**src/csd_params.svh**
```systemverilog
// Register offsets, field positions and reset values for the DMA.
// Included by the package, the DMA module and the bench; definitions only.
`ifndef CSD_PARAMS_SVH
`define CSD_PARAMS_SVH

// ==========================================================================
// Register byte offsets (printed offsets are not all word aligned: index*4)
`define CSD_IDX_CH0_CTRL     12'h02C
`define CSD_IDX_CH1_CTRL     12'h03C
`define CSD_IDX_CH0_SEL      12'h3B8
`define CSD_IDX_CH1_SEL      12'h3BA
`define CSD_OFF_CH0_CTRL     14'h00B0
`define CSD_OFF_CH1_CTRL     14'h00F0
`define CSD_OFF_CH0_SEL      14'h0EE0
`define CSD_OFF_CH1_SEL      14'h0EE8
// Pointer, reload and counter registers, base + ch*0x40
`define CSD_OFF_SRC_BASE     14'h1000
`define CSD_OFF_DST_BASE     14'h1004
`define CSD_OFF_RLD_BASE     14'h1008
`define CSD_OFF_CNT_BASE     14'h100C
`define CSD_OFF_CUR_BASE     14'h1010
`define CSD_OFF_CH_STRIDE    14'h0040

// ==========================================================================
// Control register fields
`define CSD_CTL_UNIT         0
`define CSD_CTL_REPEAT       1
`define CSD_CTL_PEND         2
`define CSD_CTL_EN           3
`define CSD_CTL_SDIR         4
`define CSD_CTL_DDIR         5
// Select register fields and reset values
`define CSD_SEL_EXP          6
`define CSD_SEL_SWREQ        7
`define CSD_SEL_SW_CODE      4'h1
`define CSD_CTL_RESET        8'h00
`define CSD_SEL_RESET        8'h00

// ==========================================================================
// Widths
`define CSD_AW               20
`define CSD_DW               16
`define CSD_CW               16
`define CSD_NSRC             16

`endif

```
**src/csd_pkg.sv**
```systemverilog
// Types shared by the DMA module and its bench.
// Assumes csd_params.svh is on the include path.
`include "csd_params.svh"

package csd_pkg;
  typedef logic [`CSD_AW-1:0] csd_addr_t;
  typedef logic [`CSD_DW-1:0] csd_data_t;
  typedef logic [`CSD_CW-1:0] csd_cnt_t;

  // Transfer engine states, one-hot
  typedef enum logic [3:0] {
    CSD_IDLE  = 4'b0001,
    CSD_READ  = 4'b0010,
    CSD_WRITE = 4'b0100,
    CSD_DONE  = 4'b1000
  } csd_state_e;
endpackage
```
**src/csd_dma.sv**
```systemverilog
// Two-channel cycle-steal DMA with a classic Wishbone register slave.
// Assumes a memory bus master port that grants the DMA priority over the
// CPU, and peripheral request pulses synchronous to clk_i.
`timescale 1ns/1ps
`include "csd_params.svh"

module csd_dma
  import csd_pkg::*;
(
  // Clock and reset
  input  wire logic             clk_i,
  input  wire logic             rst_i,
  // Wishbone register slave
  input  wire logic             wb_cyc_i,
  input  wire logic             wb_stb_i,
  input  wire logic             wb_we_i,
  input  wire logic [13:0]      wb_adr_i,
  input  wire logic [3:0]       wb_sel_i,
  input  wire logic [31:0]      wb_dat_i,
  output logic      [31:0]      wb_dat_o,
  output logic                  wb_ack_o,
  // Peripheral request pulses, one per source code
  input  wire logic [15:0]      ch0_basic_req_i,
  input  wire logic [15:0]      ch0_ext_req_i,
  input  wire logic [15:0]      ch1_basic_req_i,
  input  wire logic [15:0]      ch1_ext_req_i,
  // Memory master (priority over CPU)
  output logic                  mem_req_o,
  output logic                  mem_we_o,
  output logic                  mem_byte_o,
  output csd_pkg::csd_addr_t    mem_adr_o,
  output csd_pkg::csd_data_t    mem_wdat_o,
  input  wire csd_pkg::csd_data_t mem_rdat_i,
  input  wire logic             mem_ack_i,
  // Underflow interrupt pulses
  output logic [1:0]            dma_irq_o
);
  import csd_pkg::*;

  // ========================================================================
  // Source decode
  // Channel 0 extended table only fills 0110b..1001b; channel 1 only 0101b
  // and 0111b. Unlisted extended codes give no request.
  function automatic logic pick_req(input logic [7:0] sel,
                                    input logic [15:0] basic,
                                    input logic [15:0] ext,
                                    input logic [15:0] ext_ok);
    logic [3:0] code;
    code = sel[3:0];
    if (sel[`CSD_SEL_EXP])
      pick_req = ext[code] & ext_ok[code];
    else
      pick_req = basic[code];
  endfunction

  localparam logic [15:0] EXT_OK0 = 16'h03C0;
  localparam logic [15:0] EXT_OK1 = 16'h00A0;

  // ========================================================================
  // Registers
  logic [7:0]  ctl_ff  [2];
  logic [7:0]  sel_ff  [2];
  csd_addr_t   src_ff  [2];
  csd_addr_t   dst_ff  [2];
  csd_cnt_t    rld_ff  [2];
  csd_cnt_t    cnt_ff  [2];
  csd_addr_t   cur_ff  [2];
  logic [1:0]  arm_ff;
  logic [1:0]  swreq;
  logic [1:0]  req;
  logic [1:0]  ctl_wr;
  logic [1:0]  start;
  logic [1:0]  done;

  csd_state_e  state_ff;
  logic        ch_ff;
  csd_data_t   buf_ff;

  logic        wb_req;
  logic        wr_en;
  logic [13:0] a;

  assign wb_req = wb_cyc_i & wb_stb_i & ~wb_ack_o;
  assign wr_en  = wb_req & wb_we_i & wb_sel_i[0];
  assign a      = wb_adr_i;

  // ========================================================================
  // Per-channel request and register logic
  genvar g;
  generate
    for (g = 0; g < 2; g++) begin : gch
      localparam logic [13:0] OFS = 14'(g) * `CSD_OFF_CH_STRIDE;
      logic [13:0] ctl_a;
      logic [13:0] sel_a;
      assign ctl_a = (g == 0) ? `CSD_OFF_CH0_CTRL : `CSD_OFF_CH1_CTRL;
      assign sel_a = (g == 0) ? `CSD_OFF_CH0_SEL : `CSD_OFF_CH1_SEL;

      // Software trigger needs basic source 0001b
      assign swreq[g] = wr_en && a == sel_a && wb_dat_i[`CSD_SEL_SWREQ]
                        && !wb_dat_i[`CSD_SEL_EXP]
                        && wb_dat_i[3:0] == `CSD_SEL_SW_CODE;
      // Interrupt masks never enter here
      assign req[g] = swreq[g] | pick_req(sel_ff[g],
                        (g == 0) ? ch0_basic_req_i : ch1_basic_req_i,
                        (g == 0) ? ch0_ext_req_i : ch1_ext_req_i,
                        (g == 0) ? EXT_OK0 : EXT_OK1);
      assign ctl_wr[g] = wr_en && a == ctl_a;

      always_ff @(posedge clk_i) begin
        if (rst_i) begin
          sel_ff[g] <= `CSD_SEL_RESET;
        end else if (wr_en && a == sel_a) begin
          sel_ff[g] <= {1'b0, wb_dat_i[6], 2'b00, wb_dat_i[3:0]};
        end
      end

      always_ff @(posedge clk_i) begin
        if (rst_i) begin
          ctl_ff[g] <= `CSD_CTL_RESET;
          arm_ff[g] <= 1'b0;
        end else begin
          if (ctl_wr[g]) begin
            ctl_ff[g][1:0] <= wb_dat_i[1:0];
            ctl_ff[g][5:3] <= wb_dat_i[5:3];
            if (!wb_dat_i[`CSD_CTL_PEND])
              ctl_ff[g][`CSD_CTL_PEND] <= 1'b0;
            if (wb_dat_i[`CSD_CTL_EN])
              arm_ff[g] <= 1'b1;
          end
          // A same-cycle enable write re-arms for the next start
          if (start[g]) begin
            ctl_ff[g][`CSD_CTL_PEND] <= 1'b0;
            arm_ff[g] <= ctl_wr[g] && wb_dat_i[`CSD_CTL_EN];
          end
          // Single mode drops enable at underflow
          if (done[g] && cnt_ff[g] == '0 && !ctl_ff[g][`CSD_CTL_REPEAT]
              && !(ctl_wr[g] && wb_dat_i[`CSD_CTL_EN]))
            ctl_ff[g][`CSD_CTL_EN] <= 1'b0;
          // Set wins over clear; requests merge while pending
          if (req[g])
            ctl_ff[g][`CSD_CTL_PEND] <= 1'b1;
        end
      end

      always_ff @(posedge clk_i) begin
        if (rst_i) begin
          src_ff[g] <= '0;
          dst_ff[g] <= '0;
          rld_ff[g] <= '0;
        end else if (wr_en) begin
          if (a == `CSD_OFF_SRC_BASE + OFS)
            src_ff[g] <= wb_dat_i[`CSD_AW-1:0];
          if (a == `CSD_OFF_DST_BASE + OFS)
            dst_ff[g] <= wb_dat_i[`CSD_AW-1:0];
          if (a == `CSD_OFF_RLD_BASE + OFS)
            rld_ff[g] <= wb_dat_i[`CSD_CW-1:0];
        end
      end

      // Counter and incrementing pointer
      always_ff @(posedge clk_i) begin
        if (rst_i) begin
          cnt_ff[g] <= '0;
          cur_ff[g] <= '0;
        end else if (start[g] && arm_ff[g]) begin
          cnt_ff[g] <= rld_ff[g];
          cur_ff[g] <= ctl_ff[g][`CSD_CTL_SDIR] ? src_ff[g] : dst_ff[g];
        end else if (done[g]) begin
          cnt_ff[g] <= cnt_ff[g] - 16'h0001;
          if (cnt_ff[g] == '0 && ctl_ff[g][`CSD_CTL_REPEAT])
            cnt_ff[g] <= rld_ff[g];
          cur_ff[g] <= cur_ff[g] +
            (ctl_ff[g][`CSD_CTL_UNIT] ? 20'h00001 : 20'h00002);
        end
      end
    end
  endgenerate

  // ========================================================================
  // Arbiter and transfer engine
  logic [1:0] ready;
  logic       any_ready;
  logic       win;
  assign ready[0] = ctl_ff[0][`CSD_CTL_PEND] & ctl_ff[0][`CSD_CTL_EN];
  assign ready[1] = ctl_ff[1][`CSD_CTL_PEND] & ctl_ff[1][`CSD_CTL_EN];
  assign any_ready = |ready;
  assign win = ~ready[0];
  assign start[0] = state_ff == CSD_IDLE && ready[0];
  assign start[1] = state_ff == CSD_IDLE && !ready[0] && ready[1];
  assign done[0] = state_ff == CSD_DONE && !ch_ff;
  assign done[1] = state_ff == CSD_DONE && ch_ff;

  // Effective addresses: the working pointer if that side increments
  csd_addr_t s_adr;
  csd_addr_t d_adr;
  logic      c_sd;
  logic      c_dd;
  assign c_sd  = ctl_ff[ch_ff][`CSD_CTL_SDIR];
  assign c_dd  = ctl_ff[ch_ff][`CSD_CTL_DDIR];
  assign s_adr = c_sd ? cur_ff[ch_ff] : src_ff[ch_ff];
  assign d_adr = c_dd ? cur_ff[ch_ff] : dst_ff[ch_ff];

  // Transfer is read then write; only mem bus touched, no IRQ flags
  always_ff @(posedge clk_i) begin
    if (rst_i) begin
      state_ff   <= CSD_IDLE;
      ch_ff      <= 1'b0;
      buf_ff     <= '0;
      mem_req_o  <= 1'b0;
      mem_we_o   <= 1'b0;
      mem_byte_o <= 1'b0;
      mem_adr_o  <= '0;
      mem_wdat_o <= '0;
    end else begin
      case (state_ff)
        CSD_IDLE: begin
          if (any_ready) begin
            ch_ff    <= win;
            state_ff <= CSD_READ;
          end
        end
        CSD_READ: begin
          if (!mem_req_o) begin
            mem_req_o  <= 1'b1;
            mem_we_o   <= 1'b0;
            mem_byte_o <= ctl_ff[ch_ff][`CSD_CTL_UNIT];
            mem_adr_o  <= s_adr;
          end else if (mem_ack_i) begin
            mem_req_o <= 1'b0;
            buf_ff    <= mem_rdat_i;
            state_ff  <= CSD_WRITE;
          end
        end
        CSD_WRITE: begin
          if (!mem_req_o) begin
            mem_req_o  <= 1'b1;
            mem_we_o   <= 1'b1;
            mem_adr_o  <= d_adr;
            mem_wdat_o <= buf_ff;
          end else if (mem_ack_i) begin
            mem_req_o <= 1'b0;
            mem_we_o  <= 1'b0;
            state_ff  <= CSD_DONE;
          end
        end
        CSD_DONE: begin
          state_ff <= CSD_IDLE;
        end
        default: begin
          state_ff <= CSD_IDLE;
        end
      endcase
    end
  end

  // Underflow interrupt, both modes
  always_ff @(posedge clk_i) begin
    if (rst_i) begin
      dma_irq_o <= 2'b00;
    end else begin
      dma_irq_o[0] <= done[0] && cnt_ff[0] == '0;
      dma_irq_o[1] <= done[1] && cnt_ff[1] == '0;
    end
  end

  // ========================================================================
  // Wishbone read mux and ack
  function automatic logic [31:0] rd_mux(input logic [13:0] ad);
    rd_mux = 32'h0000_0000;
    for (int c = 0; c < 2; c++) begin
      if (ad == `CSD_OFF_SRC_BASE + 14'(c) * `CSD_OFF_CH_STRIDE)
        rd_mux = {12'h000, src_ff[c]};
      if (ad == `CSD_OFF_DST_BASE + 14'(c) * `CSD_OFF_CH_STRIDE)
        rd_mux = {12'h000, dst_ff[c]};
      if (ad == `CSD_OFF_RLD_BASE + 14'(c) * `CSD_OFF_CH_STRIDE)
        rd_mux = {16'h0000, rld_ff[c]};
      if (ad == `CSD_OFF_CNT_BASE + 14'(c) * `CSD_OFF_CH_STRIDE)
        rd_mux = {16'h0000, cnt_ff[c]};
      if (ad == `CSD_OFF_CUR_BASE + 14'(c) * `CSD_OFF_CH_STRIDE)
        rd_mux = {12'h000, cur_ff[c]};
    end
    if (ad == `CSD_OFF_CH0_CTRL) rd_mux = {24'h000000, ctl_ff[0]};
    if (ad == `CSD_OFF_CH1_CTRL) rd_mux = {24'h000000, ctl_ff[1]};
    if (ad == `CSD_OFF_CH0_SEL)  rd_mux = {24'h000000, sel_ff[0]};
    if (ad == `CSD_OFF_CH1_SEL)  rd_mux = {24'h000000, sel_ff[1]};
  endfunction

  always_ff @(posedge clk_i) begin
    if (rst_i) begin
      wb_ack_o <= 1'b0;
      wb_dat_o <= '0;
    end else begin
      wb_ack_o <= wb_req;
      // Unmapped addresses ack with zero data
      wb_dat_o <= (wb_req && !wb_we_i) ? rd_mux(a) : 32'h0000_0000;
    end
  end

endmodule

```
**config.mk**
```make
export PLATFORM = sky130hd
export DESIGN_NAME = csd_dma
export DESIGN_NICKNAME = d
export VERILOG_FILES = /design/src/csd_pkg.sv /design/src/csd_dma.sv
export VERILOG_INCLUDE_DIRS = /design/src /design/src/src
export SDC_FILE = /design/constraint.sdc
export NUM_CORES = 1
export LEC_CHECK = 0
export BUFFER_PORTS_ARGS = -buffer_cell sky130_fd_sc_hd__buf_2
export CAP_MARGIN = 10
export CORE_MARGIN = 2
export CORE_UTILIZATION = 53
export CTS_BUF_LIST = sky130_fd_sc_hd__clkbuf_16
export CTS_CLUSTER_DIAMETER = 200
export DETAILED_ROUTE_END_ITERATION = 10
export PLACE_DENSITY = 0.8
export SETUP_SLACK_MARGIN = 0.2
export SYNTH_ARGS = -nofsm -noshare
export SYNTH_HDL_FRONTEND = slang
export SYNTH_SLANG_ARGS = --single-unit
```
**constraint.sdc**
```tcl
create_clock -name clk_i -period 3.2 [get_ports clk_i]
set_clock_uncertainty 0.1 [all_clocks]
set_input_delay 0.8 -clock clk_i [delete_from_list [all_inputs] [get_ports clk_i]]
set_output_delay 0.8 -clock clk_i [all_outputs]
set_load 0.02 [all_outputs]
```
==> reports/results.ini <==
[timing]
fin_crit_sh_pct = 91.6
fin_crit_ns = 2.93
hold_ws_ns = 0.349
max_freq_mhz = 341
slew_headroom_pct = 25.5
finalSetupViolCount = 0
setup_slack_ns = 0.269
tightest_slew_ns = 1.11
final_max_slew_viol_count = 0
rsz0062_at_grt = false
tns_ns = 0
hold_violations = 0

[layout]
final_common_cell = edfxtp_1
nets = 1973
antenna_cells = 0
syn_to_final_growth_pct = 16.9
utilization_pct = 62.7
drive_above_1_share_pct = 21.2
final_cell_mix = edfxtp_1, buf_2, and2_1

[synth]
seq_area_frac_synth_pct = 46.8
ys_ff_latch = 292
synth_edf_count = 206
synthTopCellsByArea = edfxtp_1, dfxtp_1, mux2i_1
synth-async-reset-ratio_pct = 0
synth_area_leader_cell = edfxtp_1
syn_area_um2 = 16900
synth_area_per_cell_um2 = 10.3
synthAdderAreaFrac_pct = 0.682
synth_top_area_share_pct = 36.6
synth_cells = 1643
synth_xor_area_share_pct = 3.27
synth_cell_types = 80
synthSimpleGateAreaFrac_pct = 19.1
synthFlopType = edfxtp_1
synth_compound_area_share_pct = 16.9
synthMuxAreaShare_pct = 9.12
synth_top_family_by_area = simple AND/OR/NAND/NOR gates
synth_warnings = 0

[detailed_routing]
dr.pass1.iters = 5
wl_per_cell_um = 26.7
vias = 14700
remaining_drc_errors = 0
drt_iter0_markers = 2109
viasPerCell = 6.52
ant_nets = 0
routed_wl_um = 60100

[outcome]
status = complete, no violations

[worst_setup_path]
reg2reg_slack_ns = 0.34
end_kind = register
critical_path_class = input pin to register
cp-start-kind = input pin
worstPathArrival_ns = 3.25
critPathRequiredTime_ns = 3.52
crit_fanout = 6

[hold_path]
hold_path.class = register to register

[die]
die_h_um = 182
die_area_um2 = 33300
initial_core_util_pct = 53.6
die_x_um = 182
ios = 210
core_area_um2 = 31500
rows = 65

[clocking]
cts.htree.levels = 2
clkSinkCount = 292
cts_tree = built
cts_root_buffer = clkbuf_16
clkSlewWorstSetupHoldPaths_ns = 0.06
ctsResizeCount = 0
cts_buffers = 34
clk_latency_ns = 0.52
holdBufCountCts = 0
clockBufferDepth = 3
postCtsSetupRepairBufs = 0

[global_routing]
grt_pass1_wl_um = 87800
grt_pass1_vias = 13800
grt_max_degree = 62
overflow = 0
antenna_found_initial = 2
grt_use_total_pct = 35.6

[place]
hpwlAfterDp_um = 44500
place_congestion = 1.01
preCtsSetupSlack_ns = -0.201
io_buffers = 156

[power]
ir_worst_vdd_uv = 437
finalPower_w = 0.00912
p_per_area_nw_per_um2 = 462
power_leakage_nw = 7.27

[job]
cap_violations = 0

metal layers:
layer | up-vias | routed length, µm | global-route usage (%)
li1 | 6551 | - | -
met1 | 7129 | 24900 | 51.2
met2 | 893 | 26800 | 54.3
met3 | 134 | 6460 | 7.18
met4 | 0 | 1950 | 11.5
met5 | - | 0 | 0
state kept, by name, indices dropped and copies added (netlist names), named ones only:
signal      count
arm_ff          2
buf_ff         16
ch_ff           1
cnt_ff         32
ctl_ff         12
cur_ff         40
dma_irq_o       2
dst_ff         40
mem_adr_o      20
mem_byte_o      1
mem_req_o       1
mem_wdat_o     16
mem_we_o        1
rld_ff         32
sel_ff         10
src_ff         40
state_ff        4
wb_ack_o        1
wb_dat_o       20
worst max-delay path: stages:
cell and delay (ns):
buf_2 0.13, buf_4 0.16, or4_1 0.60, buf_4 0.19
nor4_1 0.64, buf_4 0.29, nor2b_1 0.15, a221o_1 0.13
o2bb2ai_1 0.16
cells by family (layout without fill, tap and decap cells):
| logic type | after synthesis | in the layout |
|---|---|---|
| AO/OA/AOI/OAI | 398 | 398 |
| multiplexers | 126 | 126 |
| flip-flops | 292 | 292 |
| XOR/XNOR | 63 | 63 |
| other | 1 | 12 |
| adder cells (fa/ha/maj) | 8 | 8 |
| AND/OR/NAND/NOR | 593 | 593 |
| buffers and inverters | 162 | 360 |
power breakdown:
part / total, W / switching (W) / leakage [nW] / internal (W)
Combinational: 0.00110 / 0.000669 / 3.94 / 0.000427
Sequential: 0.00440 / 0.000205 / 2.79 / 0.00420
Clock: 0.00362 / 0.00156 / 0.535 / 0.00206
Total: 0.00912 / 0.00244 / 7.27 / 0.00668
metrics by stage:
| step | area [µm²] | instances |
|---|---|---|
| final | 19700 | 2254 |
| after global routing | 19700 | 2254 |
| after global placement | 18700 | 2195 |
| after CTS | 19700 | 2254 |
| after detailed placement | 18700 | 2195 |
| after floorplan | 16900 | 1654 |
cell usage after synthesis, types with 5 or more instances:
cell type	count
edfxtp_1	206
and2_1	133
nand2_1	118
nor2_1	110
a211oi_1	109
a21oi_1	101
mux2i_1	101
clkbuf_1	100
dfxtp_1	86
nor2b_1	56
xnor2_1	38
nor3_1	36
o22ai_1	28
inv_1	27
nand3_1	26
o21ai_0	26
xor2_1	25
mux4_2	22
nor4_1	18
a221oi_1	15
a22oi_1	15
buf_4	13
nand4_1	13
buf_2	12
o2bb2ai_1	12
and3_1	11
or3_1	11
a221o_1	10
o2bb2ai_2	10
and4_1	9
buf_1	9
nand2b_1	7
nor4b_1	7
o21bai_1	7
o221ai_1	7
a21o_1	6
a22o_1	6
a32o_1	6
ha_1	6
or4_1	6
or4b_2	5
final cells by class:
class                           count  area [µm²]
Clock inverter                     24         138
Clock buffer                       35         876
Tap cell                          402         503
Fill cell                        2572       11700
Inverter                           27         101
Timing Repair Buffer              274        1830
Sequential cell                   292        7910
Multi-Input combinational cell   1200        8380
worst paths after layout:
| path | cells after the start | from | endpoint |
|---|---|---|---|
| worst min register to register | 2 | buf_ff[15] | mem_wdat_o[15] |
| worst max-delay path | 9 | wb_adr_i[5] | wb_dat_o[16] |
| worst min-delay path | 2 | buf_ff[15] | mem_wdat_o[15] |
| worst max register to register | 8 | cnt_ff[0][0] | cnt_ff[0][15] |
(Power assumes the default switching activity.)
